`config.mk`:
```
export PLATFORM = sky130hd
export DESIGN_NAME = dtb_order_exec
export DESIGN_NICKNAME = d
export VERILOG_FILES = /design/src/dtb_pkg.sv /design/src/dtb_tm_if.sv /design/src/dtb_mask_tester.sv /design/src/dtb_order_exec.sv
export SDC_FILE = /design/constraint.sdc
export NUM_CORES = 1
export LEC_CHECK = 0
export BUFFER_PORTS_ARGS = -buffer_cell sky130_fd_sc_hd__buf_2
export CAP_MARGIN = 20
export CORE_MARGIN = 3
export CORE_UTILIZATION = 54
export DETAILED_ROUTE_END_ITERATION = 6
export GPL_ROUTABILITY_DRIVEN = 0
export PLACE_DENSITY = 0.8
export SYNTH_ARGS = -nofsm -noshare
export SYNTH_HDL_FRONTEND = slang
export SYNTH_HIERARCHICAL = 1
export SYNTH_SLANG_ARGS = --single-unit
```
`constraint.sdc`:
```
create_clock -name clk_i -period 2.3 [get_ports clk_i]
set_input_delay 0.345 -clock clk_i [delete_from_list [all_inputs] [get_ports clk_i]]
set_output_delay 0.345 -clock clk_i [all_outputs]
set_load 0.01 [all_outputs]
```
`src/dtb_pkg.sv`:
```
package dtb_pkg;
   localparam logic [15:0] TUM_CODE   = 16'h2AED;
   localparam logic [15:0] CBR_CODE   = 16'h2AF0;
   localparam logic [15:0] ADDR_OFS   = 16'h0002;
   localparam logic [15:0] ARG_OFS    = 16'h0004;
   localparam logic [15:0] ORDER_LEN  = 16'h0006;
   localparam logic [15:0] ALL_ONES   = 16'hFFFF;
   localparam logic [1:0]  CC_RESET   = 2'h0;
   localparam logic [1:0]  CC_ZERO    = 2'h0;
   localparam logic [1:0]  CC_MIXED   = 2'h1;
   localparam logic [1:0]  CC_UNUSED  = 2'h2;
   localparam logic [1:0]  CC_ONES    = 2'h3;

   typedef enum logic [2:0] {
      ST_IDLE  = 3'b000,
      ST_CODE  = 3'b001,
      ST_ADDR  = 3'b010,
      ST_ARG   = 3'b011,
      ST_OPND  = 3'b100,
      ST_EVAL  = 3'b101,
      ST_WRITE = 3'b110
   } dtb_state_t;

   function automatic logic [1:0] dtb_mask_cc(input logic [15:0] mask, input logic [15:0] data);
      logic [15:0] sel;
      sel = mask & data;
      if (sel == 16'h0000) dtb_mask_cc = CC_ZERO;
      else if (sel == mask) dtb_mask_cc = CC_ONES;
      else dtb_mask_cc = CC_MIXED;
   endfunction
endpackage

```
`src/dtb_tm_if.sv`:
```
`timescale 1ns/1ps
interface dtb_tm_if;
   logic        start;
   logic [15:0] mask;
   logic [15:0] data;
   logic        valid;
   logic [1:0]  cc;
   modport req (output start, output mask, output data, input valid, input cc);
   modport rsp (input start, input mask, input data, output valid, output cc);
endinterface

```
`src/dtb_mask_tester.sv`:
```
`timescale 1ns/1ps
module dtb_mask_tester
   import dtb_pkg::*;
(
   input  wire logic clk_i,
   input  wire logic rstn_i,
   dtb_tm_if.rsp     tm
);
   import dtb_pkg::*;

   always_ff @(posedge clk_i or negedge rstn_i) begin
      if (!rstn_i) begin
         tm.valid <= 1'b0;
         tm.cc    <= CC_RESET;
      end else begin
         tm.valid <= tm.start;
         if (tm.start) begin
            tm.cc <= dtb_mask_cc(tm.mask, tm.data);
         end
      end
   end
endmodule // dtb_mask_tester

```
`src/dtb_order_exec.sv`:
```
`timescale 1ns/1ps
module dtb_order_exec
   import dtb_pkg::*;
(
   input  wire logic        clk_i,
   input  wire logic        rstn_i,
   input  wire logic        start_i,
   input  wire logic [15:0] start_addr_i,
   output logic             buf_req_o,
   output logic             buf_we_o,
   output logic [15:0]      buf_addr_o,
   output logic [15:0]      buf_wdata_o,
   input  wire logic        buf_ack_i,
   input  wire logic [15:0] buf_rdata_i,
   output logic             done_o,
   output logic             branch_o,
   output logic             illegal_o,
   output logic [15:0]      next_addr_o,
   output logic [1:0]       cc_o
);
   import dtb_pkg::*;

   dtb_state_t  state;
   logic [15:0] pc;
   logic [15:0] code;
   logic [15:0] target;
   logic [15:0] arg;
   logic        tm_start;
   logic [15:0] tm_data;

   // Anything else is refused after its three words are read, without a write to the buffer
   function automatic logic dtb_known_order(input logic [15:0] word);
      dtb_known_order = (word == TUM_CODE) || (word == CBR_CODE);
   endfunction

   dtb_tm_if tm_bus ();
   assign tm_bus.start = tm_start;
   assign tm_bus.mask  = arg;
   assign tm_bus.data  = tm_data;

   dtb_mask_tester i_dtb_mask_tester (
      .clk_i  (clk_i),
      .rstn_i (rstn_i),
      .tm     (tm_bus.rsp)
   );

   // ****************************************
   // Order sequencer and buffer port
   // ****************************************
   always_ff @(posedge clk_i or negedge rstn_i) begin
      if (!rstn_i) begin
         state       <= ST_IDLE;
         pc          <= 16'h0000;
         code        <= 16'h0000;
         target      <= 16'h0000;
         arg         <= 16'h0000;
         tm_start    <= 1'b0;
         tm_data     <= 16'h0000;
         buf_req_o   <= 1'b0;
         buf_we_o    <= 1'b0;
         buf_addr_o  <= 16'h0000;
         buf_wdata_o <= 16'h0000;
      end else begin
         tm_start <= 1'b0;
         unique case (state)
            ST_IDLE: begin
               if (start_i) begin
                  pc         <= start_addr_i;
                  buf_addr_o <= start_addr_i;
                  buf_req_o  <= 1'b1;
                  state      <= ST_CODE;
               end
            end
            ST_CODE: begin
               if (buf_ack_i) begin
                  code       <= buf_rdata_i;
                  buf_addr_o <= pc + ADDR_OFS;
                  state      <= ST_ADDR;
               end
            end
            ST_ADDR: begin
               if (buf_ack_i) begin
                  target     <= buf_rdata_i;
                  buf_addr_o <= pc + ARG_OFS;
                  state      <= ST_ARG;
               end
            end
            ST_ARG: begin
               if (buf_ack_i) begin
                  arg <= buf_rdata_i;
                  if (code == TUM_CODE) begin
                     buf_addr_o <= target;
                     state      <= ST_OPND;
                  end else if (code == CBR_CODE) begin
                     // Count lives in the order itself, so rewrite the same word
                     buf_we_o    <= 1'b1;
                     buf_wdata_o <= buf_rdata_i - 16'h0001;
                     state       <= ST_WRITE;
                  end else begin
                     buf_req_o <= 1'b0;
                     state     <= ST_IDLE;
                  end
               end
            end
            ST_OPND: begin
               if (buf_ack_i) begin
                  buf_req_o <= 1'b0;
                  tm_data   <= buf_rdata_i;
                  tm_start  <= 1'b1;
                  state     <= ST_EVAL;
               end
            end
            ST_EVAL: begin
               if (tm_bus.valid) begin
                  state <= ST_IDLE;
               end
            end
            ST_WRITE: begin
               if (buf_ack_i) begin
                  buf_req_o <= 1'b0;
                  buf_we_o  <= 1'b0;
                  state     <= ST_IDLE;
               end
            end
            default: begin
               buf_req_o <= 1'b0;
               buf_we_o  <= 1'b0;
               state     <= ST_IDLE;
            end
         endcase
      end
   end

   // ****************************************
   // Condition code
   // ****************************************
   always_ff @(posedge clk_i or negedge rstn_i) begin
      if (!rstn_i) begin
         cc_o <= CC_RESET;
      end else if (state == ST_EVAL && tm_bus.valid) begin
         cc_o <= tm_bus.cc;
      end
   end

   // ****************************************
   // Completion and successor address
   // ****************************************
   always_ff @(posedge clk_i or negedge rstn_i) begin
      if (!rstn_i) begin
         done_o      <= 1'b0;
         branch_o    <= 1'b0;
         illegal_o   <= 1'b0;
         next_addr_o <= 16'h0000;
      end else begin
         done_o    <= 1'b0;
         branch_o  <= 1'b0;
         illegal_o <= 1'b0;
         if (state == ST_ARG && buf_ack_i && !dtb_known_order(code)) begin
            done_o      <= 1'b1;
            illegal_o   <= 1'b1;
            next_addr_o <= pc + ORDER_LEN;
         end else if (state == ST_EVAL && tm_bus.valid) begin
            done_o      <= 1'b1;
            next_addr_o <= pc + ORDER_LEN;
         end else if (state == ST_WRITE && buf_ack_i) begin
            done_o <= 1'b1;
            if (buf_wdata_o != 16'h0000) begin
               branch_o    <= 1'b1;
               next_addr_o <= target;
            end else begin
               next_addr_o <= pc + ORDER_LEN;
            end
         end
      end
   end
endmodule // dtb_order_exec

```
==> flow_summary.toml, run 1 <==
[critical_path]
worst_ep_required_time_ns = 2.66
worst_ep_arrival_time_ns = 2.50
setup.worst_path.start_class = "flop"
cpLargestDelayFamily = "compound AO/OA/AOI/OAI gates"
worst-setup-path-type = "reg -> reg"
slowest_stage = "dfrtp_1"
critPathMaxStageDelay_ns = 0.46
critical_path.max_fanout = 17
worstSetupEndpointType = "flop"
worstPathCellList = "buf_12, or3b_1, buf_4, o21ai_0, o21ai_0, o21ai_0, a22o_1"
critical_path_buf_inv_count = 2
path_common_cell = "o21ai_0"

[route]
top_signal_layer_used = "met4"
drc = 5
met3WireLength_mm = 1.46
detailedRoute.firstIterationViolations = 646
drt-pass1-iter-count = 7
met1Wirelength_mm = 8.07
totalWireLength_mm = 19.8
drt-wirelength-per-cell_um = 19.9
met2WireLength_mm = 9.70
ant_nets = 0
detailroute.via_count = 6071
routed_via_density = 6.10

[sta]
setup_total_negative_slack_ns = 0
final_min_period_over_clock_period_pct = 93.1
tightestPinTransition_ns = 0.602
final_critical_path_setup_slack_ns = 0.159
hold_viol = 0
finalCriticalPeriod_ns = 2.14
grt_setup_unrepaired = "false"
relSlewSlack_pct = 58.8
timing.clock.skew_ns = 0.00987
total_of_endpoints_with_negative_setup_slack_in_the_final_report = 0
fmaxAchievable_mhz = 467
final-max-slew-violation-count = 0

[layout]
n_fill_cell = 975
layout.nets = 852
final_common_cell = "dfrtp_1"
post_route_cells_drive_above_1_share_pct = 29.1
final-seq-area_um2 = 3550
antenna_cells = 0
mostFrequentLayoutCells = "dfrtp_1 (141), buf_2 (89), nand2_1 (83)"
syn2layout_area_growth_pct = 19.4
multiInputGateArea_um2 = 3330

[clock_network]
clk-insertion-delay-late_ns = 0.43
cts.clk_slew.worst_paths_ns = 0.07
buffer_type_at_the_clock_tree_root = "clkbuf_16"
cts_htree_levels = 4
cts_made_buffers = 17
cts.sink_count = 142
cts_post_setup_buffers_inserted = 0
cts_tree = "yes"
max-clock-path-buffers = 2

[logic_synthesis]
syn_nets = 749
seq_area_frac_synth_pct = 49.1
async_flop_share_pct = 100
netlist_instances = 708
synth_enable_flop_cells = 0
synth.distinct_cells = 78
synth_top_flop_cell = "dfrtp_1"
synth.ff_latch_count = 142
synth.cell_area_um2 = 7230
post_synth.cell_area_avg_um2 = 10.2
synth.yosys.warnings = 6

[floorplan]
ios = 91
dieWidth_um = 122
core_area_um2 = 12900
placement_rows = 41
initial_core_utilization_pct = 56.2
design.die.area_um2 = 14800
die_h_um = 122

[global_routing]
globalRouteOverflowTotal = 0
grt_start_max_net_pins = 60
grtUsageTotal_pct = 28.1
vias_in_the_first_global_route = 6128
grt_antenna_before_repair = 0
grt_first_pass_wirelength_mm = 32.1

[power]
vdd_drop_max_uv = 851
power_density_nw_per_um2 = 1440
p_leak_nw = 3.94

[status]
outcome = "complete, but fails checks"
failing_checks = "DRC"

[place]
post-place-ws_ns = 0.162
port-buffer-count = 90
dp_hpwl_mm = 14.1

[job]
cap_viol_max_count = 0

[worst_hold_path]
holdCritPathClass = "in -> reg"
## sequential cells by signal, summed over array words and instances, names as in the netlist, 2 cells and up
register and flops:
arg 16, buf_addr_o 16, buf_wdata_o 16, code 16
next_addr_o 16, pc 16, target 16, tm_bus.data 16
state 3, cc_o 2, i_dtb_mask_tester/tm.cc 2
## report_power, final
group,internal [mW],switching [mW],total [mW]
combinational,2.27,2.57,4.84
clock,1.75,1.17,2.92
sequential,3.56,1.07,4.63
## layout make-up
type | instances | area share, %
timing repair buffer | 128 | 9.05
clock buffer | 17 | 4.93
sequential | 142 | 41.2
inverter | 34 | 1.48
clock inverter | 15 | 2.30
tap | 172 | 2.49
multi-input combinational | 488 | 38.6
## worst register-to-register path: stages, from the launching register on
cell and delay (ns):
dfrtp_1 0.46, buf_12 0.18, or3b_1 0.42, buf_4 0.19
o21ai_0 0.26, o21ai_0 0.12, o21ai_0 0.27, a22o_1 0.17
## per-stage QoR
| step | instances | hold slack (ns) | power (mW) | area [um^2] | util [%] |
|---|---|---|---|---|---|
| 4_1_cts | 996 | 0.143 | 12.4 | 8630 | 67.0 |
| 2_1_floorplan | 708 | 0.0494 | 7.65 | 7230 | - |
| 3_3_place_gp | 963 | 0.350 | 9.11 | 8000 | 62.1 |
| 5_1_grt | 996 | 0.138 | 13.1 | 8640 | 67.1 |
| 6_report | 996 | 0.148 | 12.4 | 8640 | 67.1 |
| 3_5_place_dp | 963 | 0.356 | 9.36 | 8000 | 62.1 |
## layer usage
metal	vias up	global-route usage, %
met5	-	0
met3	50	7.34
met4	0	11.3
met1	3012	37.5
li1	2739	-
met2	270	44.2
## timing repair
| action | in CTS | in global routing |
|---|---|---|
| setup endpoints to repair | 0 | 4 |
| hold endpoints to repair | 55 | 0 |
| resized for setup | 0 | 2 |
| hold buffers | 1 | 0 |
## cell usage after synthesis (4+ instances only)
library cell | instances | share of area (%)
nand3_1 | 10 | 0.69
nor4_1 | 10 | 0.86
o21ai_0 | 34 | 2.4
xnor2_1 | 22 | 2.7
nand4_1 | 7 | 0.61
nand2_1 | 84 | 4.4
buf_2 | 13 | 0.90
inv_1 | 30 | 1.6
and4_1 | 4 | 0.48
buf_6 | 4 | 0.62
dfrtp_1 | 142 | 49
and2_1 | 9 | 0.78
o31ai_1 | 6 | 0.62
mux2_2 | 58 | 9.0
or3_1 | 9 | 0.78
ha_1 | 5 | 0.86
nor2b_1 | 7 | 0.61
a221o_1 | 10 | 1.4
xor2_1 | 14 | 1.7
a221oi_1 | 7 | 0.85
nor3_1 | 13 | 0.90
nor2_1 | 49 | 2.5
a22o_1 | 7 | 0.85
a222oi_1 | 6 | 0.83
a21oi_1 | 45 | 3.1
clkbuf_1 | 23 | 1.2
## cell families after synthesis
kind of cell               count (synthesis)  share of synthesized area (%)
buffers and inverters                     78                           4.84
xor gates and xnor gates                  36                           4.36
and+or+nand+nor                          229                           15.9
AOI/OAI and AO/OA                        157                           15.4
DFF                                      142                           49.1
muxes                                     61                           9.44
adders and majority gates                  5                          0.865
## path summary, 6_finish.rpt
path	from	slack [ns]	depth (start not counted)	end
setup / recovery	state[0]	0.16	7	buf_addr_o[8]
hold / removal	start_addr_i[9]	0.15	3	pc[9]
setup reg to reg	state[0]	0.16	7	buf_addr_o[8]
hold reg to reg	tm_bus.start	0.43	0	i_dtb_mask_tester/tm.valid
max in group asynchronous	rstn_i	1.19	3	buf_req_o
min in group asynchronous	rstn_i	0.47	2	buf_wdata_o[12]
(Power assumes the default switching activity.)
==> run 2, diff against run 1 <==
--- a/config.mk
+++ b/config.mk
@@ -7,6 +7,7 @@
 export LEC_CHECK = 0
 export BUFFER_PORTS_ARGS = -buffer_cell sky130_fd_sc_hd__buf_2
 export CAP_MARGIN = 20
+export CORE_ASPECT_RATIO = 1.75
 export CORE_MARGIN = 3
 export CORE_UTILIZATION = 54
 export DETAILED_ROUTE_END_ITERATION = 6
==> flow_summary.toml, run 2 (synthesis results as in run 1) <==
[status]
outcome = "complete, but fails checks"
failing_checks = "hold timing"

[critical_path]
worst-setup-path-type = "reg -> reg"
path_common_cell = "o21ai_0"
worstPathCellList = "or3b_1, o21ai_0, o21ai_0, o21ai_0, a22o_1"
setup.worst_path.start_class = "flop"
slowest_stage = "or3b_1"
critPathMaxStageDelay_ns = 0.60
critical_path.max_fanout = 13
worst_ep_required_time_ns = 2.66
timing.critical_path.depth = 5
cpLargestDelayFamily = "compound AO/OA/AOI/OAI gates"
worst_ep_arrival_time_ns = 2.61
critical_path_buf_inv_count = 0
worstSetupEndpointType = "flop"
worstRegToRegCells = 5

[global_routing]
grt_first_pass_wirelength_mm = 33.7
grt_antenna_before_repair = 0
globalRouteOverflowTotal = 0
grtUsageTotal_pct = 29.1
vias_in_the_first_global_route = 6347
grt_start_max_net_pins = 143

[place]
dp_hpwl_mm = 15.0
port-buffer-count = 90

[clock_network]
cts_hold_buf = 0
cts.clk_slew.worst_paths_ns = 0.06
cts_made_buffers = 17
cts_htree_levels = 4
cts_post_setup_buffers_inserted = 0
max-clock-path-buffers = 2
clk-insertion-delay-late_ns = 0.43
buffer_type_at_the_clock_tree_root = "clkbuf_16"
cts.sink_count = 142
cts_tree = "yes"

[power]
vdd_drop_max_uv = 866
swShare_pct = 38.9
comb_power_share_pct = 39.9
p_int_mw = 7.50
seq_power_share_pct = 37.6
netSwitchingPower_mw = 4.77
p_leak_nw = 3.93
design_power_total_mw = 12.3
clock_power_share_pct = 22.4
power_density_nw_per_um2 = 1420

[sta]
hold_viol = 7
total_of_endpoints_with_negative_setup_slack_in_the_final_report = 0
timing.clock.skew_ns = 0.00728
final-max-slew-violation-count = 0
grt_setup_unrepaired = "false"
final_min_period_over_clock_period_pct = 97.8
relSlewSlack_pct = 47.8
finalCriticalPeriod_ns = 2.25
tightestPinTransition_ns = 0.784
setup_total_negative_slack_ns = 0
fmaxAchievable_mhz = 444
final.hold.worst_slack_ns = -0.0126

[route]
routed_via_density = 6.15
totalWireLength_mm = 20.6
drt-wirelength-per-cell_um = 20.6
detailedRoute.firstIterationViolations = 484
drt-pass1-iter-count = 6
detailroute.via_count = 6137
ant_nets = 0
drc = 0

[layout]
postLayoutCoreUtil_pct = 66.2
antenna_cells = 0
post_route_cells_drive_above_1_share_pct = 29.4
multiInputGateArea_um2 = 3330
mostFrequentLayoutCells = "dfrtp_1 (142), buf_2 (89), nand2_1 (83)"
layout.nets = 855
final_common_cell = "dfrtp_1"
n_fill_cell = 993
final-seq-area_um2 = 3550
syn2layout_area_growth_pct = 19.0

[floorplan]
dieWidth_um = 93.5
placement_rows = 55
core_area_um2 = 13000
ios = 91
initial_core_utilization_pct = 55.6
design.die.area_um2 = 14900
die_h_um = 159

[job]
cap_viol_max_count = 0

[worst_hold_path]
holdCritPathClass = "in -> async"
==> run 2: cell count changes in the layout (fill, tap and decap cells not counted), moves of 2 or more <==
cell      change
buf_4         +5
inv_6         -3
inv_8         -3
clkbuf_8      +2
clkinv_2      +2
==> run 2: power groups by stage <==
stage / Sequential (mW) / Combinational [mW] / Clock, mW
after floorplan: 4.27 / 3.38 / 0
after global placement: 4.51 / 4.61 / 0
after detailed placement: 4.58 / 4.80 / 0
after CTS: 4.58 / 4.85 / 2.77
after global routing: 4.75 / 5.34 / 2.90
final: 4.62 / 4.90 / 2.75
==> run 2: path summary, 6_finish.rpt <==
kind,start,end,slack [ns]
max,state[1],buf_addr_o[8],0.05
min,rstn_i,buf_addr_o[6],-0.01
max reg2reg,state[1],buf_addr_o[8],0.05
min reg2reg,tm_bus.start,i_dtb_mask_tester/tm.valid,0.43
max in group asynchronous,rstn_i,cc_o[0],1.69
min in group clk_i,start_addr_i[9],pc[9],0.15
==> run 2: layer usage <==
layer	wire (um)	part of all wire, %	GRT usage [%]	vias up
li1	-	-	-	2728
met1	7170	35	31.9	3019
met2	10800	52	50.4	306
met3	1300	6.3	6.00	84
met4	1340	6.5	17.8	0
met5	0	0	0	-
==> run 2: cell type report <==
| type | count | area share [%] |
|---|---|---|
| Sequential cell | 142 | 41.3 |
| Multi-Input combinational cell | 488 | 38.7 |
| Timing Repair Buffer | 131 | 9.17 |
| Clock buffer | 20 | 5.30 |
| Tap cell | 171 | 2.48 |
| Clock inverter | 12 | 1.57 |
| Inverter | 34 | 1.48 |
==> run 2: worst register-to-register path: cells and delay by family, from the launching register on <==
family | cells | cell delay [ns]
simple gates | 1 | 0.60
flops | 1 | 0.53
compound gates | 4 | 1.04
==> run 2: timing repair <==
action	CTS	global route
setup endpoints to repair	0	11
hold endpoints to repair	0	0
gates resized for setup	0	2
==> run 2: per-stage QoR <==
stage / setup WS, ns / instance area [um^2] / cells
2_1_floorplan: 0.395 / 7230 / 708
3_3_place_gp: 0.241 / 8020 / 966
3_5_place_dp: 0.136 / 8020 / 966
4_1_cts: 0.110 / 8610 / 998
5_1_grt: 0.0282 / 8610 / 998
6_report: 0.0497 / 8610 / 998
